--- config.mk ---
export PLATFORM = sky130hd
export DESIGN_NAME = dssw_status_word
export DESIGN_NICKNAME = d
export VERILOG_FILES = /design/src/dssw_pkg.sv /design/src/dssw_status_word.sv
export SDC_FILE = /design/constraint.sdc
export NUM_CORES = 1
export LEC_CHECK = 0
export ABC_CLOCK_PERIOD_IN_PS = 4800
export BUFFER_PORTS_ARGS = -buffer_cell sky130_fd_sc_hd__clkbuf_2
export CAP_MARGIN = 30
export CORE_UTILIZATION = 45
export CTS_BUF_LIST = sky130_fd_sc_hd__clkbuf_16
export DETAILED_ROUTE_END_ITERATION = 8
export PLACE_DENSITY = 0.69
export RECOVER_POWER = 100
export SYNTH_ARGS = -nofsm -noshare
export SYNTH_HDL_FRONTEND = slang
export SYNTH_SLANG_ARGS = --single-unit
--- constraint.sdc ---
create_clock -name clk -period 4.8 [get_ports clk]
set_input_delay 0.24 -clock clk [delete_from_list [all_inputs] [get_ports clk]]
set_output_delay 0.24 -clock clk [all_outputs]
set_load 0.01 [all_outputs]
--- src/dssw_pkg.sv ---
`default_nettype none
// =============================================================
// Status word package
package dssw_pkg;
  // Drive operating states, numbered as the drive reports them
  typedef enum logic [3:0]
  {
    DSSW_ST_NOT_READY   = 4'h2,
    DSSW_ST_SW_ON_DIS   = 4'h3,
    DSSW_ST_READY       = 4'h4,
    DSSW_ST_SWITCHED_ON = 4'h5,
    DSSW_ST_OP_ENABLED  = 4'h6,
    DSSW_ST_QSTOP       = 4'h7,
    DSSW_ST_FAULT_REACT = 4'h8,
    DSSW_ST_FAULT       = 4'h9
  } dssw_state_t;

  // Status word bit positions
  localparam int BIT_RDY      = 0;
  localparam int BIT_SWON     = 1;
  localparam int BIT_OPEN     = 2;
  localparam int BIT_FAULT    = 3;
  localparam int BIT_VOLT     = 4;
  localparam int BIT_QSTOP    = 5;
  localparam int BIT_SWDIS    = 6;
  localparam int BIT_WARN     = 7;
  localparam int BIT_HALT     = 8;
  localparam int BIT_REMOTE   = 9;
  localparam int BIT_TARGET   = 10;
  localparam int BIT_LIMIT    = 11;
  localparam int BIT_MODE     = 12;
  localparam int BIT_ERR      = 13;
  localparam int BIT_END      = 14;
  localparam int BIT_REF_OK   = 15;
  // Control word bits the block watches
  localparam int CW_FAULT_RST = 7;
  localparam int CW_HALT      = 8;

  // Reset value of the status word and the state
  localparam logic [15:0] STATUS_RESET = 16'h4000;
  localparam logic [3:0]  STATE_RESET  = 4'h2;

  // Warning minimum hold: 100 ms at 40 MHz
  localparam int CLK_HZ        = 40000000;
  localparam int WARN_HOLD_MS  = 100;
  localparam int WARN_HOLD_CYC = (CLK_HZ / 1000) * WARN_HOLD_MS;
  localparam int WARN_CNT_W    = 22;
endpackage : dssw_pkg
`default_nettype wire

--- src/dssw_status_word.sv ---
`default_nettype none
// Summary of operation
// - Not ready: bits 6,3,2,1,0 low
// - Switch-on disabled: bit 6 only
// - Ready, switched on, enabled codes
// - Quick stop, fault reaction, fault codes
// - Bit 4 only while bus voltage good
// - Block 3-to-4 while voltage low
// - Bit 7 for class 0 warning
// - Bit 7 held at least 100 ms
// - Fault reset clears bit 7 at once
// - Bit 8 while halt active
// - Bit 9 when fieldbus has control
// - Parameters stay accessible without control
// - Bit 11 meaning set by selector
// - Bits 10, 12 mode-dependent flags
// - Bit 13 for must-correct errors
// - Bit 14 clears on mode start
// - Bit 14 sets after standstill
// - No bit 14 between chained modes
// - Bit 15 once zero point valid
// - Zero point kept with power off
module dssw_status_word
  import dssw_pkg::*;
#(
  parameter int WARN_HOLD = dssw_pkg::WARN_HOLD_CYC // Shortenable hold
)
(
  input  wire logic        clk,
  input  wire logic        reset,
  input  wire logic [3:0]  drive_state,            // Current state code
  input  wire logic        dc_bus_ok,              // Voltage judgement
  input  wire logic        active_warning_list,    // Class 0 entry present
  input  wire logic [15:0] drive_control_word,     // From fieldbus master
  input  wire logic        fieldbus_has_control,   // Access channel owner
  input  wire logic        internal_limit_meaning_select, // Bit 11 mode
  input  wire logic        limit_active,           // Current/torque limit
  input  wire logic        sw_limit_active,        // Alternate limit source
  input  wire logic        mode_flag_a,            // Mode flag to bit 10
  input  wire logic        mode_flag_b,            // Mode flag to bit 12
  input  wire logic        blocking_error,         // Must-correct error
  input  wire logic        mode_start,             // Mode begins, pulse
  input  wire logic        mode_stop,              // Mode ends/interrupted
  input  wire logic        motor_standstill,       // Motor at rest
  input  wire logic        zero_point_set,         // Referencing done
  input  wire logic        zero_point_lost,        // Position lost
  input  wire logic        status_write,           // Write attempt strobe
  output logic             allow_ready_transition, // 3-to-4 permit
  output logic [15:0]      drive_status_word       // Read-only status
);
  import dssw_pkg::*;

  // =============================================================
  // Input synchronisers (pins from other domains)
  logic [1:0]  bus_ok_s_r;      // Voltage sync stages
  logic [1:0]  warn_s_r;        // Warning sync stages
  logic [1:0]  still_s_r;       // Standstill sync stages
  logic [15:0] ctl_r;           // Previous control word
  logic        fr_edge;         // Fault reset edge

  // Two flops each; logic reads only the second stage
  always_ff @(posedge clk or posedge reset)
  begin
    if (reset)
    begin
      bus_ok_s_r <= 2'h0;
      warn_s_r   <= 2'h0;
      still_s_r  <= 2'h0;
      ctl_r      <= 16'h0000;
    end
    else
    begin
      bus_ok_s_r <= {bus_ok_s_r[0], dc_bus_ok};
      warn_s_r   <= {warn_s_r[0], active_warning_list};
      still_s_r  <= {still_s_r[0], motor_standstill};
      ctl_r      <= drive_control_word;
    end
  end

  // Rising control bit 7 is the fault reset
  assign fr_edge = drive_control_word[CW_FAULT_RST] & ~ctl_r[CW_FAULT_RST];

  // =============================================================
  // Warning bit with minimum hold
  logic                  warn_r, warn_nxt;
  logic [WARN_CNT_W-1:0] hold_r, hold_nxt;   // Remaining hold cycles

  // Set wins over hold expiry; fault reset beats the hold
  always_comb
  begin
    warn_nxt = warn_r;
    hold_nxt = hold_r;
    if (hold_r != '0)
      hold_nxt = hold_r - 1'b1;
    if (fr_edge)
    begin
      warn_nxt = 1'b0;
      hold_nxt = '0;
    end
    else if (warn_s_r[1])
    begin
      if (!warn_r)
        hold_nxt = WARN_CNT_W'(WARN_HOLD - 1);
      warn_nxt = 1'b1;
    end
    else if (hold_r == '0)
      warn_nxt = 1'b0;
  end

  always_ff @(posedge clk or posedge reset)
  begin
    if (reset)
    begin
      warn_r <= 1'b0;
      hold_r <= '0;
    end
    else
    begin
      warn_r <= warn_nxt;
      hold_r <= hold_nxt;
    end
  end

  // Cycles bit 7 has stood since its rise; feeds the hold check only
  logic [WARN_CNT_W-1:0] warn_age_r, warn_age_nxt;

  // Saturates so a long warning cannot wrap back to a short age
  always_comb
  begin
    warn_age_nxt = warn_age_r;
    if (!warn_r)
      warn_age_nxt = '0;
    else if (warn_age_r != '1)
      warn_age_nxt = warn_age_r + 1'b1;
  end

  always_ff @(posedge clk or posedge reset)
  begin
    if (reset)
      warn_age_r <= '0;
    else
      warn_age_r <= warn_age_nxt;
  end

  // =============================================================
  // Processing done and zero point tracking
  logic end_r, end_nxt;        // Bit 14 state
  logic run_r, run_nxt;        // A mode is processing
  logic wait_r, wait_nxt;      // Ended, awaiting standstill
  logic ref_r, ref_nxt;        // Zero point valid

  // A new start while waiting cancels the pending rise
  always_comb
  begin
    end_nxt  = end_r;
    run_nxt  = run_r;
    wait_nxt = wait_r;
    ref_nxt  = ref_r;
    if (mode_start)
    begin
      end_nxt  = 1'b0;
      run_nxt  = 1'b1;
      wait_nxt = 1'b0;
    end
    else if (mode_stop && run_r)
    begin
      run_nxt  = 1'b0;
      wait_nxt = 1'b1;
    end
    else if (wait_r && still_s_r[1])
    begin
      wait_nxt = 1'b0;
      end_nxt  = 1'b1;
    end
    // Set wins over loss; power stage state is not consulted
    if (zero_point_set)
      ref_nxt = 1'b1;
    else if (zero_point_lost)
      ref_nxt = 1'b0;
  end

  always_ff @(posedge clk or posedge reset)
  begin
    if (reset)
    begin
      end_r  <= 1'b1;
      run_r  <= 1'b0;
      wait_r <= 1'b0;
      ref_r  <= 1'b0;
    end
    else
    begin
      end_r  <= end_nxt;
      run_r  <= run_nxt;
      wait_r <= wait_nxt;
      ref_r  <= ref_nxt;
    end
  end

  // =============================================================
  // Status word assembly
  logic [15:0] sw_nxt;
  logic        allow_nxt;

  // Whole word rebuilt each cycle; writes have no path in
  always_comb
  begin
    sw_nxt = 16'h0000;
    case (drive_state)
      DSSW_ST_NOT_READY:   sw_nxt[6:0] = 7'h00;
      DSSW_ST_SW_ON_DIS:   sw_nxt[6:0] = 7'h40;
      DSSW_ST_READY:       sw_nxt[6:0] = 7'h21;
      DSSW_ST_SWITCHED_ON: sw_nxt[6:0] = 7'h23;
      DSSW_ST_OP_ENABLED:  sw_nxt[6:0] = 7'h27;
      DSSW_ST_QSTOP:       sw_nxt[6:0] = 7'h07;
      DSSW_ST_FAULT_REACT: sw_nxt[6:0] = 7'h0f;
      DSSW_ST_FAULT:       sw_nxt[6:0] = 7'h08;
      default:             sw_nxt[6:0] = 7'h00;
    endcase
    sw_nxt[BIT_VOLT]   = bus_ok_s_r[1];
    sw_nxt[BIT_WARN]   = warn_r;
    sw_nxt[BIT_HALT]   = drive_control_word[CW_HALT];
    sw_nxt[BIT_REMOTE] = fieldbus_has_control;
    sw_nxt[BIT_TARGET] = mode_flag_a;
    sw_nxt[BIT_LIMIT]  = internal_limit_meaning_select ?
                         sw_limit_active : limit_active;
    sw_nxt[BIT_MODE]   = mode_flag_b;
    sw_nxt[BIT_ERR]    = blocking_error;
    sw_nxt[BIT_END]    = end_r;
    sw_nxt[BIT_REF_OK] = ref_r;
    // Permit only from switch-on disabled with good voltage
    allow_nxt = (drive_state == DSSW_ST_SW_ON_DIS) && bus_ok_s_r[1];
  end

  // Status_write is accepted and dropped; reading never depends
  // on who controls the drive
  always_ff @(posedge clk or posedge reset)
  begin
    if (reset)
    begin
      drive_status_word      <= STATUS_RESET;
      allow_ready_transition <= 1'b0;
    end
    else
    begin
      drive_status_word      <= sw_nxt;
      allow_ready_transition <= allow_nxt;
    end
  end

  // =============================================================
  // Checks
  chk_not_ready_code: assert property (@(posedge clk) disable iff (reset)
    drive_state == DSSW_ST_NOT_READY |=> (drive_status_word[6:0] & 7'h4f) == 7'h00)
    else $error("not ready code wrong");
  chk_sw_dis_code: assert property (@(posedge clk) disable iff (reset)
    drive_state == DSSW_ST_SW_ON_DIS |=> (drive_status_word[6:0] & 7'h4f) == 7'h40)
    else $error("switch on disabled code wrong");
  chk_op_en_code: assert property (@(posedge clk) disable iff (reset)
    drive_state == DSSW_ST_OP_ENABLED |=> (drive_status_word[6:0] & 7'h6f) == 7'h27)
    else $error("operation enabled code wrong");
  chk_fault_code: assert property (@(posedge clk) disable iff (reset)
    drive_state == DSSW_ST_FAULT |=> (drive_status_word[6:0] & 7'h4f) == 7'h08)
    else $error("fault code wrong");
  chk_volt_bit: assert property (@(posedge clk) disable iff (reset)
    drive_status_word[BIT_VOLT] |-> $past(dc_bus_ok, 3))
    else $error("voltage bit without good bus");
  chk_ready_gate: assert property (@(posedge clk) disable iff (reset)
    allow_ready_transition |-> $past(drive_state) == DSSW_ST_SW_ON_DIS)
    else $error("transition permit in wrong state");
  chk_warn_clear: assert property (@(posedge clk) disable iff (reset)
    fr_edge |=> !warn_r)
    else $error("fault reset left warning set");
  chk_warn_hold: assert property (@(posedge clk) disable iff (reset)
    $rose(warn_r) && !fr_edge |-> warn_r [*2])
    else $error("warning dropped before hold");
  chk_halt_bit: assert property (@(posedge clk) disable iff (reset)
    drive_control_word[CW_HALT] |=> drive_status_word[BIT_HALT])
    else $error("halt bit missing");
  chk_end_clear: assert property (@(posedge clk) disable iff (reset)
    mode_start |=> !end_r ##1 !drive_status_word[BIT_END])
    else $error("done bit not cleared on start");
  chk_warn_set: assert property (@(posedge clk) disable iff (reset)
    warn_s_r[1] && !fr_edge |=> warn_r)
    else $error("warning present but bit 7 low");
  chk_warn_min: assert property (@(posedge clk) disable iff (reset)
    $fell(warn_r) && !$past(fr_edge) |-> $past(warn_age_r) >= WARN_HOLD - 1)
    else $error("warning bit dropped before minimum hold");
  chk_remote_bit: assert property (@(posedge clk) disable iff (reset)
    1'b1 |=> drive_status_word[BIT_REMOTE] == $past(fieldbus_has_control))
    else $error("remote bit does not follow control owner");
  chk_limit_mux: assert property (@(posedge clk) disable iff (reset)
    1'b1 |=> drive_status_word[BIT_LIMIT] ==
      $past(internal_limit_meaning_select ? sw_limit_active : limit_active))
    else $error("limit bit wrong for selected meaning");
  chk_mode_flags: assert property (@(posedge clk) disable iff (reset)
    1'b1 |=> drive_status_word[BIT_TARGET] == $past(mode_flag_a) &&
      drive_status_word[BIT_MODE] == $past(mode_flag_b))
    else $error("mode flags not passed through");
  chk_err_bit: assert property (@(posedge clk) disable iff (reset)
    1'b1 |=> drive_status_word[BIT_ERR] == $past(blocking_error))
    else $error("error bit does not follow blocking error");
  chk_end_wait: assert property (@(posedge clk) disable iff (reset)
    $rose(end_r) |-> $past(still_s_r[1]))
    else $error("done bit rose before standstill");
  chk_chain_low: assert property (@(posedge clk) disable iff (reset)
    mode_start |=> !wait_r)
    else $error("pending done rise survived a new start");
  chk_zero_set: assert property (@(posedge clk) disable iff (reset)
    zero_point_set |=> ##1 drive_status_word[BIT_REF_OK])
    else $error("zero point bit not set");
  chk_zero_keep: assert property (@(posedge clk) disable iff (reset)
    ref_r && !zero_point_lost |=> ref_r)
    else $error("zero point lost without cause");
endmodule : dssw_status_word
`default_nettype wire

==> results.md <==
- TritonCTS Buffers: 5
- Remaining DRCs: 0
- Final WS setup: 1960 ps
- Peak fanout along the critical path: 10
- Cells on worst reg2reg path: 5
- Reg clk slew, reported paths: 70 ps
- Critical-path cell list: nor4_1 -> nand3_2 -> a21o_1 -> or4_1 -> nand2_1
- Share of post-route cells with drive strength above 1: 0.169
- Failing checks: capacitance limit, slew limit
- Core Region: 4720 µm²
- Clock Tree Buf Depth: 2
- Synthesized area: 2200 µm²
- R2r setup slk: 1960 ps
- Area share of the largest cell type after synthesis: 0.556
- First-pass GRT wire length: 6.98 mm
- CTS sink count: 51
- Area delta synth->final: 16.7%
- Required time of the critical path: between 5000 and 6000 ps
- Vias in the first global route: 1522
- EDFF count, synth: 0
- CTS tree: done
- Via count: 1538
- Synth Warn #: 0
- 1st-iter DRT viols: 50
- Internal Power: 0.000775 W
- Share of flip-flops with an asynchronous set or reset: 1.00
- Max-Cap Viols: 1
- Final setup viols: 0
- Largest net degree at the start of global routing: 27
- Ranking of synthesized cells by area: dfrtp_1 (56%), a21oi_1 (3.9%), nor2_1 (3.4%)
- Commonest cells after routing, fill and taps aside: dfrtp_1 (49), nor2_1 (20), clkbuf_1 (20)
- I/O Pins: 54
- Final min period: 2840 ps
- Cell taking the most area after synthesis: dfrtp_1
- Cells after synthesis: 194
- GRT Util Overall: 0.174
- WL final: about 3.8 mm
- Clock share of power: 0.320
- H-tree depth: 2
- Pwr Density: between 400 and 500 nW/µm²
- Reg2reg start: hold_r[6]
- WL/cell: 12.6 µm
- Relative slew slack: -0.0136
- Post-route setup TNS: 0 ps
- Status: finished, violations left
- Crit path from: hold_r[6]
- CP peak stage delay: 1240 ps
- CP endpoint kind: flop
- Reg2reg end: hold_r[15]
- Combinational share of power: 0.189
- Initial core utilization: 0.467
- Cell row count: 25
- Final Hold Fails: 0
- Crit-path slowest cell: nor4_1
- #FFs+latches synth: slightly above 50
- DIE AREA: 5180 µm²
- Count of different cell masters after synthesis: 45
- DP Worst Slack: 2510 ps
- Via-to-Cell Ratio: 5.06
- Die width: 72.0 µm
- DRT Pass-1 Iters: 4
- Critical path endpoint: hold_r[15]
- Grt ovf: 0
- Total power: 0.00112 W
- Root Driver: clkbuf_16
- Sw frac: 0.307
- Routed Antenna Nets: 0
- Final core occ: 0.545
- Worst setup SP type: flop
- Initial antenna violation count: 0
- CP Class: reg2reg
- Post-synthesis sequential area ratio: 0.580
- Commonest non-fill, non-tap cell in the layout: dfrtp_1
- Psw: between 0.0003 and 0.0004 W
- Max Clock Skew: between 6 and 7 ps
- Leak pwr: 1.12 nW
- Final Max Slew Viols: 11
- Final period util: 0.592
- N_diodes: 0
- Worst min path class: in2reg
- Gp weighted congestion: between 0.8 and 0.9
- Clk Latency, worst-skew pair: 290 ps
- Main synth FF type: dfrtp_1
- Slew @ Worst Pin: 1510 ps
- Post-DP HPWL: about 2.7 mm
- Die height: 72.0 µm
- RSZ-0062 raised after global routing: false
- Final layout net count: 274
- Post-Syn Nets: 232
- Seq pwr share: 0.491
- Max IR drop VDD: approximately 0.33 mV
- Number of port buffers: 38
- Syn Area/Cell: 11.4 µm²
- Fmax achieved: 0.352 GHz
- CP Data Arrival Time: 3070 ps
## stage by stage
step | instance area (µm²) | cells | hold WS (ps)
finish | 2570 | 304 | 49.0
global route | 2570 | 304 | 41.8
CTS | 2630 | 304 | 44.1
detailed placement | 2460 | 295 | 305
global placement | 2440 | 294 | 333
floorplan | 2200 | 194 | 271
## power groups by stage
| stage | combinational (W) | sequential, W | clock, W |
|---|---|---|---|
| 2_1_floorplan | 0.000175 | 0.000550 | 0 |
| 3_3_place_gp | 0.000214 | 0.000559 | 0 |
| 3_5_place_dp | 0.000219 | 0.000561 | 0 |
| 4_1_cts | 0.000221 | 0.000553 | 0.000369 |
| 5_1_grt | 0.000246 | 0.000559 | 0.000383 |
| 6_report | 0.000212 | 0.000549 | 0.000357 |
## routing by layer
layer / wire length, µm / global-route usage / share of wire / vias up
met5: 0 / 0 / 0 / -
met4: 61 / 0.0632 / 0.016 / 0
met3: 172 / 0.0514 / 0.045 / 5
met2: 1770 / 0.274 / 0.46 / 33
met1: 1830 / 0.230 / 0.48 / 733
li1: - / - / - / 767
## cell families after synthesis
group                    after synthesis  synth area share
XOR/XNOR                              15            0.0596
AND/OR/NAND/NOR                       70             0.201
adder cells (fa/ha/maj)                1           0.00567
multiplexers                           3            0.0148
flip-flops                            51             0.580
AO/OA/AOI/OAI                         40             0.106
buffers and inverters                 14            0.0324
## timing repair
action,4_1_cts,5_1_grt
endpoints found under the setup margin,0,0
hold buffers,1,0
endpoints found under the hold margin,25,0
resized for setup,0,0
setup buffers,0,0
## cells in the mapped netlist (2+ instances only)
master / instances
buf_6: 2
nand2_1: 7
or3_1: 4
xor2_1: 8
a21oi_1: 17
dfrtp_1: 49
a31oi_1: 5
nor4_4: 2
a21o_1: 3
xnor2_1: 7
nand2b_1: 5
nor2_1: 20
inv_1: 8
nand3_2: 2
o211ai_1: 3
nand3_1: 5
nand4_1: 4
or4_1: 2
and2_1: 2
clkbuf_1: 2
nor3_1: 5
o21ai_0: 8
dfstp_2: 2
## worst min-delay path by stage
stage | from | end | depth (start not counted)
after floorplan | dc_bus_ok | bus_ok_s_r[0] | 0
after global placement | warn_s_r[0] | warn_s_r[1] | 0
after detailed placement | reset | bus_ok_s_r[0] | 2
after CTS | fieldbus_has_control | drive_status_word[9] | 1
after global routing | motor_standstill | still_s_r[0] | 1
final | fieldbus_has_control | drive_status_word[9] | 1
## sequential cells by signal, indices dropped and copies added (netlist names)
name / flops
wait_r: 1
run_r: 1
allow_ready_transition: 1
ctl_r: 1
warn_s_r: 2
end_r: 1
hold_r: 22
still_s_r: 2
warn_r: 1
ref_r: 1
bus_ok_s_r: 2
drive_status_word: 16
## cell type report
class | count | area [µm²]
Multi-Input combinational cell | 129 | 840
Clock inverter | 3 | 27.5
Inverter | 8 | 30.0
Sequential cell | 51 | 1280
Fill cell | 421 | 2150
Timing Repair Buffer | 41 | 188
Clock buffer | 5 | 125
Tap cell | 67 | 83.8
## critical path, delay by kind of cell (launching register included)
family	cells	cell delay (ps)
AO/OA/AOI/OAI	1	330
flip-flops	1	420
AND/OR/NAND/NOR	4	2020
(Power assumes the default switching activity.)
